--- src/hws_pkg.sv ---
// package: constants and carrier types for the host wakeup signalling block
`default_nettype none
package hws_pkg;
  // =====================================================================
  // time bases
  localparam int unsigned CLK_HZ        = 100_000_000;
  localparam int unsigned MS_PER_S      = 1000;
  localparam int unsigned CYC_PER_MS    = CLK_HZ / MS_PER_S;
  localparam int          MS_CNT_W      = 17;
  localparam int          S_CNT_W       = 10;
  localparam logic [MS_CNT_W-1:0] MS_TICK_LAST =
    MS_CNT_W'(CYC_PER_MS - 1);
  localparam logic [S_CNT_W-1:0]  S_TICK_LAST  =
    S_CNT_W'(MS_PER_S - 1);
  // =====================================================================
  // setting widths and reset values
  localparam int LEAD_W   = 16;
  localparam int WINDOW_W = 16;
  localparam logic [LEAD_W-1:0]   LEAD_OFF     = 16'h0000;
  localparam logic [WINDOW_W-1:0] WINDOW_ZERO  = 16'h0000;
  localparam logic [LEAD_W-1:0]   LEAD_ONE     = 16'h0001;
  localparam logic [WINDOW_W-1:0] WINDOW_ONE   = 16'h0001;
  // =====================================================================
  // carriers
  typedef struct packed {
    logic [LEAD_W-1:0]   wake_lead_delay_ms;
    logic [WINDOW_W-1:0] min_wake_window_s;
  } hws_cfg_t;

  typedef struct packed {
    logic data_pending;
    logic tx_active;
    logic rx_active;
  } hws_uart_t;

  typedef enum logic [1:0] {
    HWS_IDLE  = 2'b00,
    HWS_LEAD  = 2'b01,
    HWS_SEND  = 2'b10,
    HWS_AWAKE = 2'b11
  } hws_state_t;
endpackage
`default_nettype wire

--- src/hws_tick_gen.sv ---
// module: millisecond and second strobes derived from the system clock
`timescale 1ns/10ps
`default_nettype none
module hws_tick_gen (
  // clock and reset
  input  wire logic clk_in,
  input  wire logic rst_n_in,
  // strobes
  output logic      ms_tick_out,
  output logic      s_tick_out
);
  import hws_pkg::*;

  logic [MS_CNT_W-1:0] ms_cnt_ff;
  logic [MS_CNT_W-1:0] nxt_ms_cnt;
  logic [S_CNT_W-1:0]  s_cnt_ff;
  logic [S_CNT_W-1:0]  nxt_s_cnt;
  logic                ms_tick_ff;
  logic                nxt_ms_tick;
  logic                s_tick_ff;
  logic                nxt_s_tick;

  // =====================================================================
  // free running dividers
  always_comb begin
    nxt_ms_tick = (ms_cnt_ff == MS_TICK_LAST);
    nxt_ms_cnt  = nxt_ms_tick ? '0 : ms_cnt_ff + MS_CNT_W'(1'b1);
    nxt_s_cnt   = s_cnt_ff;
    nxt_s_tick  = 1'b0;
    if (nxt_ms_tick) begin
      nxt_s_tick = (s_cnt_ff == S_TICK_LAST);
      nxt_s_cnt  = nxt_s_tick ? '0 : s_cnt_ff + S_CNT_W'(1'b1);
    end
  end

  always_ff @(posedge clk_in or negedge rst_n_in) begin
    if (!rst_n_in) begin
      ms_cnt_ff  <= '0;
      s_cnt_ff   <= '0;
      ms_tick_ff <= 1'b0;
      s_tick_ff  <= 1'b0;
    end else begin
      ms_cnt_ff  <= nxt_ms_cnt;
      s_cnt_ff   <= nxt_s_cnt;
      ms_tick_ff <= nxt_ms_tick;
      s_tick_ff  <= nxt_s_tick;
    end
  end

  assign ms_tick_out = ms_tick_ff;
  assign s_tick_out  = s_tick_ff;
endmodule // hws_tick_gen
`default_nettype wire

--- src/hws_wakeup.sv ---
// module: active-low host wake line control with lead delay and wake window
`timescale 1ns/10ps
`default_nettype none
// How it works
// - wake line goes low when data for the host is pending.
// - after going low, wait the lead delay in ms before sending.
// - lead delay zero is reset default and disables the wake line.
// - sending after a wake drop starts only after lead delay; flow control still gates bytes.
// - wake line stays low while sending is in progress.
// - wake line returns high once pending data is all sent.
// - second setting in seconds gives the minimum wake window.
// - window restarts on any serial traffic in either direction.
// - no new wake assertion while the window is still running.
module hws_wakeup (
  // clock and reset
  input  wire logic             clk_in,
  input  wire logic             rst_n_in,
  // settings
  input  wire hws_pkg::hws_cfg_t  cfg_in,
  // serial engine status
  input  wire hws_pkg::hws_uart_t uart_in,
  // to serial engine
  output logic                  tx_enable_out,
  // host pin
  output logic                  host_wake_out_n,
  output logic                  window_open_out
);
  import hws_pkg::*;

  logic              s_tick;
  hws_state_t        state_ff;
  hws_state_t        nxt_state;
  logic [LEAD_W-1:0] lead_cnt_ff;
  logic [LEAD_W-1:0] nxt_lead_cnt;
  logic [WINDOW_W-1:0] win_cnt_ff;
  logic [WINDOW_W-1:0] nxt_win_cnt;
  logic [MS_CNT_W-1:0] lead_sub_ff;
  logic [MS_CNT_W-1:0] nxt_lead_sub;
  logic              lead_tick;
  logic              win_skip_ff;
  logic              nxt_win_skip;
  logic              wake_n_ff;
  logic              nxt_wake_n;
  logic              tx_en_ff;
  logic              nxt_tx_en;
  logic              win_ff;
  logic              nxt_win;
  logic              traffic;
  logic              enabled;

  // =====================================================================
  // time bases
  hws_tick_gen u_ticks (
    .clk_in      (clk_in),
    .rst_n_in    (rst_n_in),
    .ms_tick_out (),
    .s_tick_out  (s_tick)
  );

  assign traffic = uart_in.tx_active | uart_in.rx_active;
  assign enabled = (cfg_in.wake_lead_delay_ms != LEAD_OFF);
  // lead timed from the drop itself: a free running ms strobe could end
  // a one ms lead a single cycle after the line falls
  assign lead_tick = (lead_sub_ff == MS_TICK_LAST);

  // =====================================================================
  // wake sequencing
  always_comb begin
    nxt_state    = state_ff;
    nxt_lead_cnt = lead_cnt_ff;
    nxt_win_cnt  = win_cnt_ff;
    nxt_lead_sub = '0;
    nxt_win_skip = win_skip_ff;
    nxt_wake_n   = 1'b1;
    nxt_tx_en    = 1'b0;
    // window timed from last traffic; restarted by any byte
    if (traffic) begin
      nxt_win_cnt  = cfg_in.min_wake_window_s;
      nxt_win_skip = 1'b1;
    end else if (s_tick && win_skip_ff) begin
      // first s strobe after traffic is a partial second; skipping it
      // keeps the window at least as long as the setting
      nxt_win_skip = 1'b0;
    end else if (s_tick && win_cnt_ff != WINDOW_ZERO) begin
      nxt_win_cnt = win_cnt_ff - WINDOW_ONE;
    end
    case (state_ff)
      HWS_IDLE: begin
        if (!enabled) begin
          nxt_tx_en = 1'b1;
        end else if (uart_in.data_pending) begin
          if (win_cnt_ff != WINDOW_ZERO) begin
            nxt_state = HWS_AWAKE;
            nxt_tx_en = 1'b1;
          end else begin
            nxt_state    = HWS_LEAD;
            nxt_lead_cnt = cfg_in.wake_lead_delay_ms;
            nxt_wake_n   = 1'b0;
          end
        end
      end
      HWS_LEAD: begin
        nxt_wake_n   = 1'b0;
        nxt_lead_sub = lead_tick ? '0 : lead_sub_ff + MS_CNT_W'(1'b1);
        if (lead_tick) begin
          nxt_lead_cnt = lead_cnt_ff - LEAD_ONE;
        end
        if (lead_tick && lead_cnt_ff == LEAD_ONE) begin
          nxt_state = HWS_SEND;
          nxt_tx_en = 1'b1;
        end
      end
      HWS_SEND: begin
        // line held low until nothing is pending or on the wire
        if (uart_in.data_pending || uart_in.tx_active) begin
          nxt_wake_n = 1'b0;
          nxt_tx_en  = 1'b1;
        end else begin
          nxt_state = HWS_IDLE;
        end
      end
      HWS_AWAKE: begin
        if (uart_in.data_pending || uart_in.tx_active) begin
          nxt_tx_en = 1'b1;
        end else begin
          nxt_state = HWS_IDLE;
        end
      end
      default: begin
        nxt_state = HWS_IDLE;
      end
    endcase
    nxt_win = (nxt_win_cnt != WINDOW_ZERO);
  end

  always_ff @(posedge clk_in or negedge rst_n_in) begin
    if (!rst_n_in) begin
      state_ff    <= HWS_IDLE;
      lead_cnt_ff <= LEAD_OFF;
      win_cnt_ff  <= WINDOW_ZERO;
      lead_sub_ff <= '0;
      win_skip_ff <= 1'b0;
      wake_n_ff   <= 1'b1;
      tx_en_ff    <= 1'b0;
      win_ff      <= 1'b0;
    end else begin
      state_ff    <= nxt_state;
      lead_cnt_ff <= nxt_lead_cnt;
      win_cnt_ff  <= nxt_win_cnt;
      lead_sub_ff <= nxt_lead_sub;
      win_skip_ff <= nxt_win_skip;
      wake_n_ff   <= nxt_wake_n;
      tx_en_ff    <= nxt_tx_en;
      win_ff      <= nxt_win;
    end
  end

  assign host_wake_out_n = wake_n_ff;
  assign tx_enable_out   = tx_en_ff;
  assign window_open_out = win_ff;
endmodule // hws_wakeup
`default_nettype wire

--- config.mk ---
export PLATFORM = sky130hd
export DESIGN_NAME = hws_wakeup
export DESIGN_NICKNAME = d
export VERILOG_FILES = /design/src/hws_pkg.sv /design/src/hws_tick_gen.sv /design/src/hws_wakeup.sv
export SDC_FILE = /design/constraint.sdc
export NUM_CORES = 1
export LEC_CHECK = 0
export ABC_AREA = 1
export BUFFER_PORTS_ARGS = -buffer_cell sky130_fd_sc_hd__buf_2
export CORE_MARGIN = 1.5
export CORE_UTILIZATION = 65
export CTS_CLUSTER_DIAMETER = 30
export DETAILED_ROUTE_END_ITERATION = 8
export GPL_ROUTABILITY_DRIVEN = 0
export MAX_ROUTING_LAYER = met4
export PLACE_DENSITY = 0.83
export SYNTH_ARGS = -nofsm -noshare
export SYNTH_HDL_FRONTEND = slang
export SYNTH_SLANG_ARGS = --single-unit
--- constraint.sdc ---
create_clock -name clk_in -period 6.25 [get_ports clk_in]
set_clock_uncertainty 0.15 [all_clocks]
set_input_delay 0.3125 -clock clk_in [delete_from_list [all_inputs] [get_ports clk_in]]
set_output_delay 0.3125 -clock clk_in [all_outputs]
set_load 0.005 [all_outputs]
==> results of run 1 <==
## path summary, 6_finish.rpt
kind	startpoint	cells past startpoint	end	slack [ns]
max	win_cnt_ff[1]	14	lead_cnt_ff[13]	3.63
min	rst_n_in	1	lead_cnt_ff[12]	-0.009
max reg2reg	win_cnt_ff[1]	14	lead_cnt_ff[13]	3.63
min reg2reg	u_ticks.ms_cnt_ff[0]	1	u_ticks.ms_cnt_ff[0]	0.31
max in group asynchronous	rst_n_in	1	win_cnt_ff[8]	5.31
min in group clk_in	cfg_in[10]	3	win_cnt_ff[10]	0.03
## registers in the layout (all words and copies together), names as in the netlist, 2 cells and up
signal / cells
u_ticks.ms_cnt_ff: 17
win_cnt_ff: 16
state_ff: 2
lead_sub_ff: 17
u_ticks.s_cnt_ff: 10
lead_cnt_ff: 16
## routing by layer
layer  track usage, %  vias to the layer above
li1                 -                     2330
met1             34.2                     2130
met2             49.8                      103
met3             6.95                       20
met4             9.90                        0
met5                -                        -
## final cells by class
| class | instances | area, µm² |
|---|---|---|
| Tap cell | 102 | 128 |
| Fill cell | 639 | 2140 |
| Multi-Input combinational cell | 494 | 2500 |
| Inverter | 109 | 414 |
| Timing Repair Buffer | 40 | 205 |
| Sequential cell | 83 | 2080 |
| Clock buffer | 9 | 124 |
| Clock inverter | 7 | 61.3 |
## cell families after synthesis
kind of cell | share of synthesized area (%)
compound gates | 9.88
simple gates | 35.7
flops | 41.0
xor+xnor | 2.08
fa+ha+maj | 1.73
buf+inv | 9.61
## synthesized netlist by cell type (2+ instances only)
| cell type | n |
|---|---|
| nand4_1 | 28 |
| inv_1 | 95 |
| clkinv_1 | 3 |
| nor2_2 | 5 |
| clkbuf_1 | 6 |
| nor3_2 | 2 |
| o21a_1 | 2 |
| or2_2 | 10 |
| dfrtp_1 | 82 |
| ha_1 | 7 |
| xor2_1 | 10 |
| nand2_1 | 150 |
| o21ai_2 | 14 |
| xnor2_1 | 2 |
| inv_2 | 10 |
| buf_8 | 3 |
| nor3_1 | 17 |
| nor2_1 | 92 |
| nor4_1 | 8 |
| nand3_1 | 54 |
| a21oi_1 | 27 |
| nand2_2 | 15 |
| nand3_2 | 2 |
| o21ai_0 | 30 |
| o21ai_1 | 6 |
| o31ai_1 | 2 |
| and2_1 | 2 |
## power groups by stage
| stage | clock, mW | combinational [mW] | sequential (mW) |
|---|---|---|---|
| finish | 0.367 | 0.537 | 0.682 |
| global route | 0.400 | 0.608 | 0.693 |
| CTS | 0.374 | 0.539 | 0.681 |
| detailed placement | 0 | 0.538 | 0.690 |
| global placement | 0 | 0.513 | 0.686 |
| floorplan | 0 | 0.463 | 0.673 |
## worst reg2reg max path, stage by stage, from the launching register on
cell     delay, ns
dfrtp_1       0.38
inv_1         0.12
ha_1          0.16
inv_1         0.03
nor2_1        0.07
nand2_1       0.05
nor2_1        0.14
nand2_2       0.21
nand2_1       0.14
inv_1         0.07
nor2_1        0.18
nand3_4       0.13
nor2_8        0.49
nand2_1       0.13
o21ai_1       0.10
## stage by stage
| step | cells | power, mW |
|---|---|---|
| after CTS | 844 | 1.60 |
| after global routing | 844 | 1.70 |
| after floorplan | 696 | 1.14 |
| after detailed placement | 828 | 1.23 |
| after global placement | 828 | 1.20 |
| final | 844 | 1.59 |
==> run metrics, run 1 <==
status=complete, but fails checks; failing checks=hold timing; slowest stage delay, CP=0.49 ns; TritonCTS clock tree=built; final wirelength=10.7 mm; final HPWL from detailed placement=7.92 mm; Static Leakage=2.62 nW; data required time of the worst path=6.38 ns; Clk Latency, worst-skew pair=0.36 ns; Final period util=41.9%; # setup viols final=0; post-cts gate resize count=0; crit-path max FO=31; Yosys warnings=0; first-pass GRT wire length=19.3 mm; H-Tree Depth=3; final core occ=72.1%; Post-synth EDFFs=0; Die ar.=8330 µm²; finished layout cell area=5510 µm²; NumNets Final=781; crit path kind=reg2reg; layout cells sized above 1=16.3%; commonest non-fill, non-tap cells in the layout=150 x nand2_1, 95 x inv_1, 92 x nor2_1; DIE HEIGHT=91.3 µm; DR iter-0 viols=204; Routed WL per cell=12.7 µm; f_max=0.382 GHz; CTS root buffer=clkbuf_8; critical path endpoint category=flop; fin crit period=2.62 ns; Post-DP Area=5330 µm²; Yosys top cell by area=dfrtp_1; core area=7650 µm²; flop and latch count out of synthesis=83; Pre-antenna DRT Iters=5; Mapped Cells=696; vias in the first global route=4630; ys flop type=dfrtp_1; highest metal used=met4; crit path buf inv count=3; CTS Sinks=83; port bufs=39; RSZ-0062 raised after global routing=no; Mapped Area=5060 µm²; syn_nets=740; ANT cells=0; Final Hold Violating Endpoints=21; Max-slew headroom=31.0%; initial antenna violation count=0; fin. max-slew vios=0; Clk pwr share=23.1%; crit-path leading delay family=simple AND/OR/NAND/NOR gates; WHS=-0.00879 ns; grt total ovfl=0; Initial Utilization=66.2%; Least-Margin Pin Slew=1.03 ns; Seq/Total Area, Yosys=41.0%; Internal=0.953 mW; Yosys top cell area share=40.5%; Flop pwr share=43.0%; commonest non-fill, non-tap cell in the layout=nand2_1; max cap viols=0; WL met3=473 µm; switching power=0.633 mW; Die W=91.3 µm; FFs w/ async S/R, synth=100%; area grow syn2layout=8.79%; Setup Buffers After CTS=0; # rows=32; setup ws final=3.63 ns; Worst setup SP type=flop; power density over cell area=288 nW/µm²; post-route ant nets=0; Tot GR Track Use=29.3%; syn_area_per_cell=7.28 µm²; Crit-path slowest cell=nor2_8; top post-synthesis cells by area=dfrtp_1 41%, nand2_1 11%, inv_1 7.0%; worst hold path type=in2async; Clock Path Buffers=2; via-per-instance ratio=5.43; I/O pins=40; VDD IR max=244 µV; clock-pin slew on the worst setup and hold paths=0.09 ns; Gate power share=33.8%; largest net degree at the start of global routing=84; CP arrival=2.75 ns; switch share=39.9%; DR vias=4583; Yosys cell types=39; worst-path cell chain=inv_1 -> ha_1 -> inv_1 -> nor2_1 -> nand2_1 -> nor2_1 -> nand2_2 -> nand2_1 -> inv_1 -> nor2_1 -> nand3_4 -> nor2_8 -> nand2_1 -> o21ai_1; total CTS buffers=9; dpl ws=3.66 ns; hold_buf cts=0; Post-Route Setup TNS=0 ns; met1 wire length=4.69 mm; drt drc=0; wire length on met2=5.40 mm
(Power assumes the default switching activity.)
==> run 2: changes to the inputs <==
Settings changed: CORE_UTILIZATION 65 to 55, PLACE_DENSITY 0.83 to 0.75.
Clock period 6.25 ns to 2.3 ns, I/O delays scaled along.
==> run 2 against run 1 <==
Final cell count is 7.3% higher. The run ends with DRC left. Maximum frequency is 20% higher. Non-clock buffer count is 57 higher. Critical endpoint is now lead_cnt_ff[2].
==> run metrics, run 2 (synthesized netlist as in run 1, its figures left out) <==
register area=2080 µm² (unchanged); failing checks=DRC (was hold timing); switch share=37.7% (was 39.9%); DR vias=4885 (was 4583); # setup viols final=0 (unchanged); commonest non-fill, non-tap cells in the layout=148 x nand2_1, 93 x inv_1, 88 x nor2_1 (was 150 x nand2_1, 95 x inv_1, 92 x nor2_1); Clk pwr share=21.5% (was 23.1%); RR Endpoint=lead_cnt_ff[2] (was lead_cnt_ff[13]); switching power=1.80 mW (was 0.633 mW); via-per-instance ratio=5.39 (was 5.43); max cap viols=0 (unchanged); TritonCTS clock tree=built (unchanged); critical path endpoint category=flop (unchanged); Die W=99.0 µm (was 91.3 µm); Flop pwr share=38.9% (was 43.0%); drt drc=4 (was 0); FF-to-FF Start=win_cnt_ff[0] (was win_cnt_ff[1]); Crit-path slowest cell=dfrtp_1 (was nor2_8); Clock Path Buffers=2 (unchanged); Least-Margin Pin Slew=0.531 ns (was 1.03 ns); I/O pins=40 (unchanged); slowest stage delay, CP=0.40 ns (was 0.49 ns); largest net degree at the start of global routing=44 (was 84); post-route ant nets=0 (unchanged); hold endpoint=lead_cnt_ff[6]; H-Tree Depth=3 (unchanged); DIE HEIGHT=99.0 µm (was 91.3 µm); core area=8810 µm² (was 7650 µm²); R2R Setup Slk=0.12 ns (was 3.63 ns); Non-Filler Instances=906 (was 844); Static Leakage=2.90 nW (was 2.62 nW); fin. max-slew vios=0 (unchanged); CP arrival=2.28 ns (was 2.75 ns); CTS root buffer=clkbuf_8 (unchanged); vias in the first global route=4529 (was 4630); fin crit period=2.18 ns (was 2.62 ns); crit path buf inv count=4 (was 3); port bufs=39 (unchanged); Worst setup SP type=flop (unchanged); grt total ovfl=0 (unchanged); Hold Crit Start=cfg_in[22]; Initial Utilization=57.5% (was 66.2%); commonest non-fill, non-tap cell in the layout=nand2_1 (unchanged); status=complete, but fails checks (unchanged); Gate power share=39.6% (was 33.8%); CP dominant cell by count=inv_2; crit path kind=reg2reg (unchanged); final wirelength=11.7 mm (was 10.7 mm); Final Hold Violating Endpoints=0 (was 21); area grow syn2layout=21.7% (was 8.79%); footprint of the multi-input gates=2560 µm² (was 2500 µm²); Tot GR Track Use=25.4% (was 29.3%); DP Cell Count=847 (was 828); NumNets Final=838 (was 781); Routed WL per cell=13.0 µm (was 12.7 µm); clock-pin slew on the worst setup and hold paths=0.09 ns (about the same); f_max=0.459 GHz (was 0.382 GHz); worst-path cell chain=inv_2 -> ha_4 -> inv_1 -> nor2_1 -> nand2_1 -> nor2_2 -> nand2_4 -> nand2_2 -> inv_2 -> nor2_4 -> nand3_4 -> nor2_8 -> clkbuf_16 -> o21ai_2 (was inv_1 -> ha_1 -> inv_1 -> nor2_1 -> nand2_1 -> nor2_1 -> nand2_2 -> nand2_1 -> inv_1 -> nor2_1 -> nand3_4 -> nor2_8 -> nand2_1 -> o21ai_1); Internal=2.96 mW (was 0.953 mW); first-pass GRT wire length=19.5 mm (was 19.3 mm); VDD IR max=410 µV (was 244 µV); ANT cells=0 (unchanged); total CTS buffers=9 (unchanged); worst hold path type=in2reg (was in2async); # rows=34 (was 32); Clk Latency, worst-skew pair=0.36 ns (about the same); Filler cells=686 (was 639); CTS Sinks=83 (unchanged); initial antenna violation count=0 (unchanged); Die ar.=9790 µm² (was 8330 µm²); Top Registers=lead_sub_ff: 17 flops, u_ticks.ms_cnt_ff: 17 flops (unchanged); crit-path leading delay family=simple AND/OR/NAND/NOR gates (unchanged); Hold Crit Depth=5; Tot Pwr=4.76 mW (was 1.59 mW); final HPWL from detailed placement=8.04 mm (was 7.92 mm); DR iter-0 viols=238 (was 204); Max-slew headroom=64.6% (was 31.0%); Final period util=94.8% (was 41.9%); power density over cell area=772 nW/µm² (was 288 nW/µm²); crit-path max FO=8 (was 31); Pre-antenna DRT Iters=7 (was 5); data required time of the worst path=2.40 ns (was 6.38 ns); layout cells sized above 1=19.3% (was 16.3%); worst reg2reg path depth=14 (unchanged)
-- run 2: cell types whose count changed in the layout (fill, tap and decap cells not counted), moves of 2 or more --
| cell | delta |
|---|---|
| inv_1 | -2 |
| nor2_2 | +3 |
| nand2_1 | -2 |
| dlygate4sd3_1 | +33 |
| buf_4 | +18 |
| clkbuf_16 | +2 |
| clkinv_4 | -2 |
| inv_8 | -2 |
| ha_4 | +2 |
| ha_1 | -2 |
| inv_2 | +2 |
| buf_12 | +3 |
| nor2_1 | -4 |
-- run 2: area by class of cell --
type,count,area share (%)
Multi-Input combinational cell,494,41.6
Sequential cell,83,33.7
Timing Repair Buffer,97,12.8
Inverter,109,6.72
Tap cell,108,2.19
Clock buffer,10,2.07
Clock inverter,5,0.893
-- run 2: worst min-delay path: stages --
cell	delay (ns)
buf_2	0.11
nor2_1	0.10
a31oi_1	0.06
nand2_2	0.06
o21ai_2	0.04
-- run 2: worst max path at each step --
stage | startpoint | endpoint | slack [ns] | cells past startpoint
2_1_floorplan | win_cnt_ff[0] | lead_cnt_ff[13] | 0.34 | 14
6_report | win_cnt_ff[0] | lead_cnt_ff[2] | 0.12 | 14
5_1_grt | win_cnt_ff[0] | window_open_out | -0.02 | 16
3_3_place_gp | win_cnt_ff[0] | window_open_out | 0.16 | 16
3_5_place_dp | win_cnt_ff[1] | window_open_out | 0.08 | 16
4_1_cts | win_cnt_ff[1] | lead_cnt_ff[13] | 0.08 | 15
-- run 2: stage by stage --
stage / TNS (ns) / setup slack (ns) / utilization, % / hold slack (ns) / cell area [µm²]
detailed placement: 0 / 0.0800 / 62.1 / -0.0178 / 5470
global route: -0.137 / -0.0201 / 70.0 / 0.0294 / 6160
floorplan: 0 / 0.336 / - / -0.331 / 5060
global placement: 0 / 0.157 / 62.1 / -0.0230 / 5470
CTS: 0 / 0.0827 / 67.9 / 0.00213 / 5980
finish: 0 / 0.120 / 70.0 / 0.00826 / 6160
-- run 2: timing repair --
action	CTS	global route
hold endpoints to repair	74	0
gates resized for setup	0	17
setup buffers	0	9
setup endpoints to repair	0	23
hold buffers	33	0
-- run 2: metal layers --
metal  global-route usage [%]  up-vias  share of wire (%)
li1                         -     2447                  -
met5                        -        -                  0
met2                     40.3      146                 47
met3                     4.04       32                4.6
met1                     32.4     2260                 45
met4                     11.1        0                2.9
-- run 2: power groups by stage --
stage	registers, mW	clock network, mW	logic [mW]
floorplan	1.83	0	1.26
global placement	1.86	0	1.58
detailed placement	1.87	0	1.62
CTS	1.84	1.05	1.68
global route	1.88	1.11	2.08
finish	1.85	1.03	1.88
